`src/ccidbe_pkg.sv`:
```
package ccidbe_pkg;

	// ----------------------------------------------------------------
	// widths
	// ----------------------------------------------------------------
	localparam int DATA_W = 8;
	localparam int ADDR_W = 7;
	localparam int PC_W = 13;
	localparam int IMM_W = 11;
	localparam int INSTR_W = 14;
	localparam int LIT_W = 8;

	// ----------------------------------------------------------------
	// instruction word fields
	// ----------------------------------------------------------------
	localparam int OPC_HI = 13;
	localparam int OPC_LO = 8;
	localparam int BR_OPC_LO = 11;
	localparam int DEST_BIT = 7;
	localparam logic [5:0] OPC_CLEAR = 6'h01;
	localparam logic [5:0] OPC_DECREMENT = 6'h03;
	localparam logic [5:0] OPC_DEC_SKIP = 6'h0B;
	localparam logic [5:0] OPC_INC_SKIP = 6'h0F;
	localparam logic [5:0] OPC_OR_LITERAL = 6'h38;
	localparam logic [2:0] OPC_BRANCH = 3'h5;

	// ----------------------------------------------------------------
	// page bits taken from the high latch
	// ----------------------------------------------------------------
	localparam int LATCH_W = 8;
	localparam int PAGE_HI = 4;
	localparam int PAGE_LO = 3;

	// ----------------------------------------------------------------
	// constants and reset values
	// ----------------------------------------------------------------
	localparam logic [7:0] ZERO_BYTE = 8'h00;
	localparam logic [7:0] ONE_BYTE = 8'h01;
	localparam logic [7:0] W_RESET = 8'h00;
	localparam logic Z_RESET = 1'b0;
	localparam logic [12:0] PC_RESET = 13'h0000;
	localparam logic [12:0] PC_STEP = 13'h0001;

	// ----------------------------------------------------------------
	// types
	// ----------------------------------------------------------------
	typedef enum logic [2:0] {
		OP_NOP = 3'b000,
		OP_CLEAR_FILE = 3'b001,
		OP_CLEAR_WORKING = 3'b010,
		OP_DECREMENT = 3'b011,
		OP_DEC_SKIP = 3'b100,
		OP_INC_SKIP = 3'b101,
		OP_BRANCH = 3'b110,
		OP_OR_LITERAL = 3'b111
	} ccidbe_op_t;

	typedef enum logic {
		ST_EXEC = 1'b0,
		ST_FLUSH = 1'b1
	} ccidbe_state_t;

	typedef struct packed {
		ccidbe_op_t op;
		logic dest;
		logic [6:0] faddr;
		logic [10:0] imm;
	} ccidbe_dec_t;

	typedef struct packed {
		logic en;
		logic [6:0] addr;
		logic [7:0] data;
	} ccidbe_fwr_t;

endpackage : ccidbe_pkg

```
`src/ccidbe_alu.sv`:
```
`timescale 1ns/1ps
module ccidbe_alu (
	input ccidbe_pkg::ccidbe_op_t op,
	input wire logic [7:0] file_val,
	input wire logic [7:0] working,
	input wire logic [7:0] literal,
	output logic [7:0] result,
	output logic zero
);
	import ccidbe_pkg::*;

	// ----------------------------------------------------------------
	// result and zero detect
	// ----------------------------------------------------------------
	always_comb begin
		unique case (op)
			OP_CLEAR_FILE: result = ZERO_BYTE;
			OP_CLEAR_WORKING: result = ZERO_BYTE;
			OP_DECREMENT: result = 8'(file_val - ONE_BYTE);
			OP_DEC_SKIP: result = 8'(file_val - ONE_BYTE);
			OP_INC_SKIP: result = 8'(file_val + ONE_BYTE);
			OP_OR_LITERAL: result = working | literal;
			OP_BRANCH: result = file_val;
			OP_NOP: result = file_val;
		endcase
	end

	assign zero = (result == ZERO_BYTE);

endmodule : ccidbe_alu

```
`src/ccidbe_exec.sv`:
```
`timescale 1ns/1ps
// Overview of operation
// - clear-file writes zero to the addressed register and sets zero flag
// - decrement stores file minus one to W (d=0) or file (d=1), updates zero
// - clear-working loads zero into W and sets zero flag
// - decrement-skip stores per d, status untouched, zero result flushes next cycle
// - increment-skip stores per d, status untouched, zero result flushes next cycle
// - branch loads immediate into pc 10:0 and latch bits 4:3 into pc 12:11
// - branch immediate is eleven bits wide, 0 to 2047
// - or-literal ors eight-bit literal into W and updates zero flag
// - branch takes two instruction cycles
module ccidbe_exec #(
	parameter int DATA_WIDTH = ccidbe_pkg::DATA_W,
	parameter int PC_WIDTH = ccidbe_pkg::PC_W
) (
	input wire logic ref_clk,
	input wire logic rst,
	input wire logic instr_valid,
	input wire logic [ccidbe_pkg::INSTR_W-1:0] instr_word,
	input wire logic [ccidbe_pkg::LATCH_W-1:0] pc_high_latch,
	input wire logic [ccidbe_pkg::DATA_W-1:0] file_rd_data,
	output logic [ccidbe_pkg::ADDR_W-1:0] file_rd_addr,
	output ccidbe_pkg::ccidbe_fwr_t file_wr,
	output logic [ccidbe_pkg::DATA_W-1:0] working_reg,
	output logic zero_flag_reg,
	output logic [ccidbe_pkg::PC_W-1:0] pc_reg,
	output logic flush_cycle
);
	import ccidbe_pkg::*;

	// ----------------------------------------------------------------
	// elaboration checks
	// ----------------------------------------------------------------
	if (DATA_WIDTH != DATA_W || PC_WIDTH != PC_W) begin : g_bad_width
		$error("ccidbe_exec: only 8-bit data and 13-bit pc are supported");
	end

	ccidbe_state_t state_reg;
	ccidbe_state_t state_next;
	ccidbe_dec_t dec;
	ccidbe_fwr_t wr_next;
	logic flush_skip_reg;
	logic exec;
	logic [7:0] rd_fwd;
	logic [7:0] alu_res;
	logic alu_zero;
	logic skip_op;
	logic [12:0] branch_target;

	// ----------------------------------------------------------------
	// decode
	// ----------------------------------------------------------------
	always_comb begin
		dec.op = OP_NOP;
		dec.dest = instr_word[DEST_BIT];
		dec.faddr = instr_word[ADDR_W-1:0];
		dec.imm = instr_word[IMM_W-1:0];
		if (instr_word[OPC_HI:BR_OPC_LO] == OPC_BRANCH) begin
			dec.op = OP_BRANCH;
		end else begin
			unique case (instr_word[OPC_HI:OPC_LO])
				OPC_CLEAR: dec.op = dec.dest ? OP_CLEAR_FILE : OP_CLEAR_WORKING;
				OPC_DECREMENT: dec.op = OP_DECREMENT;
				OPC_DEC_SKIP: dec.op = OP_DEC_SKIP;
				OPC_INC_SKIP: dec.op = OP_INC_SKIP;
				OPC_OR_LITERAL: dec.op = OP_OR_LITERAL;
				default: dec.op = OP_NOP;
			endcase
		end
	end

	assign exec = (state_reg == ST_EXEC) && instr_valid;
	assign flush_cycle = (state_reg == ST_FLUSH);
	assign file_rd_addr = dec.faddr;
	assign skip_op = (dec.op == OP_DEC_SKIP) || (dec.op == OP_INC_SKIP);
	assign branch_target = {pc_high_latch[PAGE_HI:PAGE_LO], dec.imm};

	// pending write forwarded to a read of the same register
	assign rd_fwd = (file_wr.en && file_wr.addr == dec.faddr) ? file_wr.data : file_rd_data;

	ccidbe_alu u_alu (
		.op(dec.op),
		.file_val(rd_fwd),
		.working(working_reg),
		.literal(dec.imm[LIT_W-1:0]),
		.result(alu_res),
		.zero(alu_zero)
	);

	// ----------------------------------------------------------------
	// sequencing
	// ----------------------------------------------------------------
	always_comb begin
		state_next = ST_EXEC;
		if (exec && dec.op == OP_BRANCH) begin
			state_next = ST_FLUSH;
		end else if (exec && skip_op && alu_zero) begin
			state_next = ST_FLUSH;
		end
	end

	always_ff @(posedge ref_clk or posedge rst) begin
		if (rst) begin
			state_reg <= ST_EXEC;
			flush_skip_reg <= 1'b0;
		end else begin
			state_reg <= state_next;
			flush_skip_reg <= exec && skip_op;
		end
	end

	// ----------------------------------------------------------------
	// program counter
	// ----------------------------------------------------------------
	always_ff @(posedge ref_clk or posedge rst) begin
		if (rst) begin
			pc_reg <= PC_RESET;
		end else if (exec && dec.op == OP_BRANCH) begin
			pc_reg <= branch_target;
		end else if (exec || (flush_cycle && flush_skip_reg)) begin
			pc_reg <= 13'(pc_reg + PC_STEP);
		end
	end

	// ----------------------------------------------------------------
	// working register
	// ----------------------------------------------------------------
	always_ff @(posedge ref_clk or posedge rst) begin
		if (rst) begin
			working_reg <= W_RESET;
		end else if (exec) begin
			unique case (dec.op)
				OP_CLEAR_WORKING: working_reg <= ZERO_BYTE;
				OP_OR_LITERAL: working_reg <= alu_res;
				OP_DECREMENT, OP_DEC_SKIP, OP_INC_SKIP: begin
					if (!dec.dest) begin
						working_reg <= alu_res;
					end
				end
				OP_NOP, OP_CLEAR_FILE, OP_BRANCH: working_reg <= working_reg;
			endcase
		end
	end

	// ----------------------------------------------------------------
	// zero flag
	// ----------------------------------------------------------------
	always_ff @(posedge ref_clk or posedge rst) begin
		if (rst) begin
			zero_flag_reg <= Z_RESET;
		end else if (exec) begin
			unique case (dec.op)
				OP_CLEAR_FILE, OP_CLEAR_WORKING: zero_flag_reg <= 1'b1;
				OP_DECREMENT, OP_OR_LITERAL: zero_flag_reg <= alu_zero;
				OP_NOP, OP_DEC_SKIP, OP_INC_SKIP, OP_BRANCH: zero_flag_reg <= zero_flag_reg;
			endcase
		end
	end

	// ----------------------------------------------------------------
	// file register write
	// ----------------------------------------------------------------
	always_comb begin
		wr_next.addr = dec.faddr;
		wr_next.data = alu_res;
		wr_next.en = 1'b0;
		if (exec) begin
			unique case (dec.op)
				OP_CLEAR_FILE: wr_next.en = 1'b1;
				OP_DECREMENT, OP_DEC_SKIP, OP_INC_SKIP: wr_next.en = dec.dest;
				OP_NOP, OP_CLEAR_WORKING, OP_BRANCH, OP_OR_LITERAL: wr_next.en = 1'b0;
			endcase
		end
	end

	always_ff @(posedge ref_clk or posedge rst) begin
		if (rst) begin
			file_wr <= '0;
		end else begin
			file_wr <= wr_next;
		end
	end
endmodule : ccidbe_exec

```
`config.mk`:
```
export PLATFORM = sky130hd
export DESIGN_NAME = ccidbe_exec
export DESIGN_NICKNAME = d
export VERILOG_FILES = /design/src/ccidbe_pkg.sv /design/src/ccidbe_alu.sv /design/src/ccidbe_exec.sv
export SDC_FILE = /design/constraint.sdc
export NUM_CORES = 1
export LEC_CHECK = 0
export ABC_AREA = 1
export BUFFER_PORTS_ARGS = -buffer_cell sky130_fd_sc_hd__buf_4
export CAP_MARGIN = 20
export CORE_MARGIN = 2
export CORE_UTILIZATION = 27
export CTS_BUF_LIST = sky130_fd_sc_hd__clkbuf_4 sky130_fd_sc_hd__clkbuf_8
export CTS_CLUSTER_DIAMETER = 50
export DETAILED_ROUTE_END_ITERATION = 16
export PLACE_DENSITY = 0.46
export SKIP_LAST_GASP = 1
export SLEW_MARGIN = 20
export SYNTH_ARGS = -nofsm -noshare
export SYNTH_HDL_FRONTEND = slang
export SYNTH_SLANG_ARGS = --single-unit
```
`constraint.sdc`:
```
create_clock -name ref_clk -period 3.2 [get_ports ref_clk]
set_input_delay 0.16 -clock ref_clk [delete_from_list [all_inputs] [get_ports ref_clk]]
set_output_delay 0.16 -clock ref_clk [all_outputs]
set_load 0.02 [all_outputs]
```
==> summary.md, run 1 <==
| Metric | Value |
|---|---|
| Inserted Clock Buffers | 5 |
| RSZ-0062 raised after global routing | false |
| Rel. slew slack | 0.495 |
| First-pass GRT wire length | roughly 12,000 µm |
| Placer Congestion | roughly 0.79 |
| Number of diodes | 0 |
| PwrDens | around 460 nW/µm² |
| # H-tree levels | 2 |
| Die area | approximately 11,000 µm² |
| DRC violations left | 0 |
| Final max-slew violation count | 0 |
| CP endpoint kind | flop |
| Synth Instances | between 300 and 400 |
| GRT Util Overall | 0.141 |
| Synth top area cells | dfrtp_1 (36%), nand2_1 (12%), inv_1 (10%) |
| Lkg Pwr | 1.90 nW |
| Core Area | ~9900 µm² |
| CP Data Arrival Time | between 3000 and 4000 ps |
| Post-synthesis async set-or-reset flop share | 1.00 |
| PortBufs | between 70 and 80 |
| Seq cells post-synth | 40 |
| Drt wl/cell | between 10 and 15 µm |
| CP Launch Type | primary input |
| Util after Layout | 0.364 |
| Sequential-to-total area share from yosys stat | 0.362 |
| Layout Area Growth over Synthesis | 29.8% |
| GR peak layer | met2 |
| Share of cells above drive strength 1 | 0.264 |
| Total grt overflow | 0 |
| Footprint of the multi-input gates | approximately 1500 µm² |
| DIE HEIGHT | 105 µm |
| Mean post-synth cell area | approximately 7.2 µm² |
| YS warnings | 0 |
| Hold crit path type | in -> async |
| Max_cap viols | 0 |
| Largest net degree at the start of global routing | 41 |
| Final Cycle Share | 0.936 |
| Post-synthesis cell type count | 38 |
| Maximum fanout along the worst path | 9 |
| Place WS | ~320 ps |
| Fmax | 334 MHz |
| Final Hold Fails | 0 |
| Met2 Use GR | 0.227 |
| GR Layer Usage met1 | 0.196 |
| Top cell type by total area after synthesis | dfrtp_1 |
| Least-Margin Pin Slew | ~760 ps |
| Initial drt markers | 120 |
| Drt total wl | 7780 µm |
| Nets@finish | ~500 |
| Starting density of the core | 0.281 |
| Post-route insts no fill | just under 600 |
| Most frequent cell after synthesis | nand2_1 |
| Ports | just under 80 |
| DP HPWL | 6030 µm |
| Setup violators final | 0 |
| Insertion delay to the later sink of the worst-skew pair | 290 ps |
| Setup TNS | 0 ps |
| Post-synth EDFFs | 0 |
| Skew final | 8.51 ps |
| Placed cell count | just under 600 |
| CTS tree | built |
| Worst vdd ir | approximately 0.00020 V |
| Minimum clock period | 2990 ps |
| Clk pin slew, worst setup/hold paths | ~90 ps |
| CP required | between 3000 and 4000 ps |
| Fill count | about 1,100 |
| CTS Buffer Depth | 2 |
| Die X | roughly 110 µm |
| Mapped Area | around 2800 µm² |
| Vias | about 2,700 |
| Via/cell ratio | 4.46 |
| Post-synth top area share | 0.362 |
| Sequential Area | 1000 µm² |
| Max reg flops | 16 |
| Via count of the first global-routing pass | roughly 2,500 |
| Main synth FF type | dfrtp_1 |
| Critical path type | in -> reg |
| # rows | 36 |
| Initial antenna violation count | 0 |
| Post-DP Area | about 3400 µm² |
| Post-synth top cells | nand2_1 (91), inv_1 (76), nand3_1 (41) |
| Clock Sinks | 40 |
| Met3 Use GR | 0.0235 |
| Final instance area | between 3000 and 4000 µm² |
| Root Buffer | clkbuf_8 |
| Setup WS post-layout | between 200 and 250 ps |
| Syn_nets | between 400 and 500 |
| Drt first pass iters | 4 |
| Detail Route Antenna Nets | 0 |
| Status | finished clean |
## final cells by class
| cell class | instances | area share |
|---|---|---|
| clock inverters | 2 | 0.00348 |
| repair buffers | 79 | 0.166 |
| flip-flops and latches | 40 | 0.279 |
| well taps | 133 | 0.0463 |
| clock buffers | 5 | 0.0192 |
| multi-input cells | 257 | 0.404 |
| inverters | 79 | 0.0829 |
## power by group
part / internal [mW] / switching (mW)
logic: 0.258 / 0.355
registers: 0.598 / 0.0916
clock network: 0.148 / 0.192
## critical path, stage by stage
cell           delay, ps
dlygate4sd3_1        540
buf_4                150
inv_1                 70
nand2_1               50
nand2_1               50
nand2_1               80
nor2_4               210
nand2_4               70
buf_4                170
nand2_1              100
nand2_2               80
fa_1                 410
or2_2                300
nand3_1               80
and3_4               200
nand4_1              130
nor2_2               170
nand2_1               80
a21oi_2              120
## cell families (layout without fill, tap and decap cells)
family          Yosys count  after routing  synth area share
simple gates            188            188             0.321
xor+xnor                  7              7            0.0222
fa+ha+maj                 8              8            0.0389
compound gates           54             54             0.124
flops                    40             40             0.362
buf+inv                  90            165             0.132
## per-stage QoR
step | hold WS [ps] | power, mW
finish | 6.46 | 1.64
global route | 3.61 | 1.76
CTS | 4.96 | 1.66
detailed placement | 309 | 1.31
global placement | 309 | 1.30
floorplan | 191 | 1.05
## layout by cell type (no fill, tap or decap), types with 3 or more instances in the layout
cell	n
nand3b_1	4
nor2_1	13
o22ai_1	3
nor2_2	4
a21oi_1	4
ha_1	4
nand3_1	41
clkbuf_8	5
inv_1	76
nand2_2	12
ha_4	3
dfrtp_1	40
buf_4	78
nand4_1	6
nor3_1	5
o21ai_2	3
nand2_1	90
o211ai_1	11
o21ai_0	24
xor2_1	6
## metal layers
layer  vias up  wire length (µm)
met3         7               273
li1       1395                 -
met1      1201              3820
met2        53              3600
met5         -                 0
met4         0                80
## timing repair
action / in CTS / in global routing
setup endpoints to repair: 0 / 2
gates resized for setup: 0 / 8
hold buffers: 1 / 0
endpoints found under the hold margin: 1 / 0
setup buffers: 0 / 1
## final timing paths
kind                                                 from                        end  slack (ps)  cells after the start
worst max-delay path                        instr_word[0]  zero_flag_reg$_DFFE_PP0P_         210                     19
min in group ref_clk                        instr_word[6]      file_wr[14]$_DFF_PP0_          10                      1
max in group asynchronous                             rst       file_wr[5]$_DFF_PP0_        2790                      3
worst min register to register  zero_flag_reg$_DFFE_PP0P_  zero_flag_reg$_DFFE_PP0P_         550                      2
worst max register to register      file_wr[14]$_DFF_PP0_  zero_flag_reg$_DFFE_PP0P_         300                     15
worst min-delay path                                  rst      pc_reg[2]$_DFFE_PP0P_           6                      3
Power figures use the tool's default switching activity.
==> inputs of run 2 (changes only) <==
Settings changed: PLACE_DENSITY 0.46 to 0.48.
Clock period 3.2 ns to 2.7 ns, I/O delays scaled along.
==> run 2 against run 1 <==
  * The flow now finishes with violations (setup timing)
  * Highest routed layer unchanged
  * Largest cell class unchanged
  * Routed wire length up 6.5%
  * Clock power up 18%
  * Final cell count up 6.4%
==> summary.md, run 2 (synthesis results as in run 1) <==
| Metric | Value |
|---|---|
| DP HPWL | 6390 µm |
| First-pass GRT wire length | about 13,000 µm |
| Layout Area Growth over Synthesis | 44.6% |
| PortBufs | 72 |
| Drt first pass iters | 4 |
| Clk pin slew, worst setup/hold paths | approximately 90 ps |
| Setup violators final | 1 |
| Hold crit path type | in -> reg |
| Most common cell after layout, fill and taps aside | buf_4 |
| Die X | roughly 110 µm |
| Clock Power Share | 0.201 |
| Initial drt markers | 93 |
| Drt wl/cell | between 10 and 15 µm |
| Detail Route Antenna Nets | 0 |
| Most frequent cells in the layout | buf_4 (112), nand2_1 (82), inv_1 (73), dfrtp_1 (40), nand3_1 (39) |
| Hold WS | 78.5 ps |
| DIE HEIGHT | between 100 and 150 µm |
| Drt total wl | 8290 µm |
| Fmax | between 300 and 400 MHz |
| Insertion delay to the later sink of the worst-skew pair | 300 ps |
| Ports | 79 |
| Root Buffer | clkbuf_8 |
| CP Data Arrival Time | 2960 ps |
| Via count of the first global-routing pass | about 2,800 |
| Fill count | 1,046 |
| Number of diodes | 0 |
| Max_cap viols | 0 |
| CP required | 2930 ps |
| Sw Pwr | between 700 and 800 µW |
| Minimum clock period | ~2700 ps |
| Clock Sinks | 40 |
| Util after Layout | 0.406 |
| Rel. slew slack | 0.503 |
| RSZ-0062 raised after global routing | true |
| Status | finished, violations left |
| Switching share of power | 0.386 |
| CP Launch Type | flop |
| # H-tree levels | 2 |
| Inserted Clock Buffers | 5 |
| Largest net degree at the start of global routing | 41 |
| Share of cells above drive strength 1 | 0.360 |
| Core Area | a little under 10,000 µm² |
| Maximum fanout along the worst path | 5 |
| Final Cycle Share | 1.01 |
| Worst vdd ir | a little over 0.0002 V |
| Via/cell ratio | approximately 4.6 |
| # rows | 36 |
| Nets@finish | around 540 |
| Setup TNS | -38.2 ps |
| Placer Congestion | roughly 0.8 |
| Failing checks | setup timing |
| Total grt overflow | 0 |
| Lkg Pwr | roughly 2.1 nW |
| Starting density of the core | 0.281 |
| Combinational power share | 0.395 |
| PwrDens | about 500 nW/µm² |
| Final max-slew violation count | 0 |
| CP endpoint kind | flop |
| Final Hold Fails | 0 |
| Critical path type | reg -> reg |
| Vias | just under 3,000 |
| Overall power | slightly above 2 mW |
| Initial antenna violation count | 0 |
| Die area | roughly 11,000 µm² |
| P_int | 1.24 mW |
| Setup WS post-layout | -38.2 ps |
| CTS tree | built |
| Skew final | 8.13 ps |
| Reg power frac | 0.404 |
| Max reg flops | 16 |
| DRC violations left | 0 |
| CTS Buffer Depth | 2 |
| GRT Util Overall | 0.150 |
| Least-Margin Pin Slew | roughly 740 ps |
run 2: cell types whose count changed in the layout (fill, tap and decap cells not counted), sizes merged:
cell	previous run	this run
dlygate4sd3	1	4
buf	78	113
run 2: timing repair:
action                                  CTS  global route
endpoints found under the hold margin    28             0
pin swaps                                 9            24
setup buffers                             1             4
hold buffers                              4             0
resized for setup                        12            27
endpoints found under the setup margin    3             6
run 2: worst paths after layout:
| check | startpoint | to | slack (ps) | cells after the start |
|---|---|---|---|---|
| max | file_wr[11]$_DFF_PP0_ | zero_flag_reg$_DFFE_PP0P_ | -40 | 20 |
| min | instr_word[6] | file_wr[14]$_DFF_PP0_ | 80 | 2 |
| max in group asynchronous | rst | working_reg[6]$_DFFE_PP0P_ | 1790 | 4 |
| min in group asynchronous | rst | working_reg[0]$_DFFE_PP0P_ | 530 | 4 |
| max reg2reg | file_wr[11]$_DFF_PP0_ | zero_flag_reg$_DFFE_PP0P_ | -40 | 20 |
| min reg2reg | working_reg[1]$_DFFE_PP0P_ | working_reg[1]$_DFFE_PP0P_ | 550 | 2 |
run 2: layer usage:
layer,up-vias,global-route usage,part of all wire
met1,1359,0.195,0.46
met4,0,0.0438,0.012
met5,-,0,0
li1,1455,-,-
met3,8,0.0241,0.040
met2,62,0.256,0.49
run 2: layout make-up:
class                           count  area, µm²  area share
Multi-Input combinational cell    257       1560       0.391
Timing Repair Buffer              117        892       0.223
Clock buffer                        5       68.8      0.0172
Clock inverter                      2       12.5     0.00313
Sequential cell                    40       1000       0.250
Tap cell                          133        166      0.0416
Inverter                           79        298      0.0744
run 2: stage by stage:
step,worst slack (ps),instances,cell area [µm²]
floorplan,74.8,387,2770
detailed placement,-85.5,619,3690
CTS,4.72,631,3890
global route,-312,633,4000
global placement,-51.8,619,3690
finish,-38.2,633,4000
run 2: critical path: stages, from the launching register on:
cell and delay (ps):
dfrtp_1 400, xnor2_1 180, nand2_2 80, nor2_4 190
nand2_4 90, buf_6 140, nand2_2 60, nand2_2 80
ha_4 290, nand2_2 50, inv_2 50, nand4_1 120
nand3_1 110, nand2_1 50, nand3_1 70, nand3b_1 110
nor2_2 110, nand3_1 90, nor2_2 170, nand2_1 80
a21oi_2 130
run 2: power by group through the flow:
stage / Combinational (mW) / Sequential, mW / Clock, mW
after floorplan: 0.302 / 0.939 / 0
after global placement: 0.753 / 0.825 / 0
after detailed placement: 0.764 / 0.824 / 0
after CTS: 0.782 / 0.814 / 0.417
after global routing: 0.878 / 0.830 / 0.440
final: 0.795 / 0.813 / 0.403
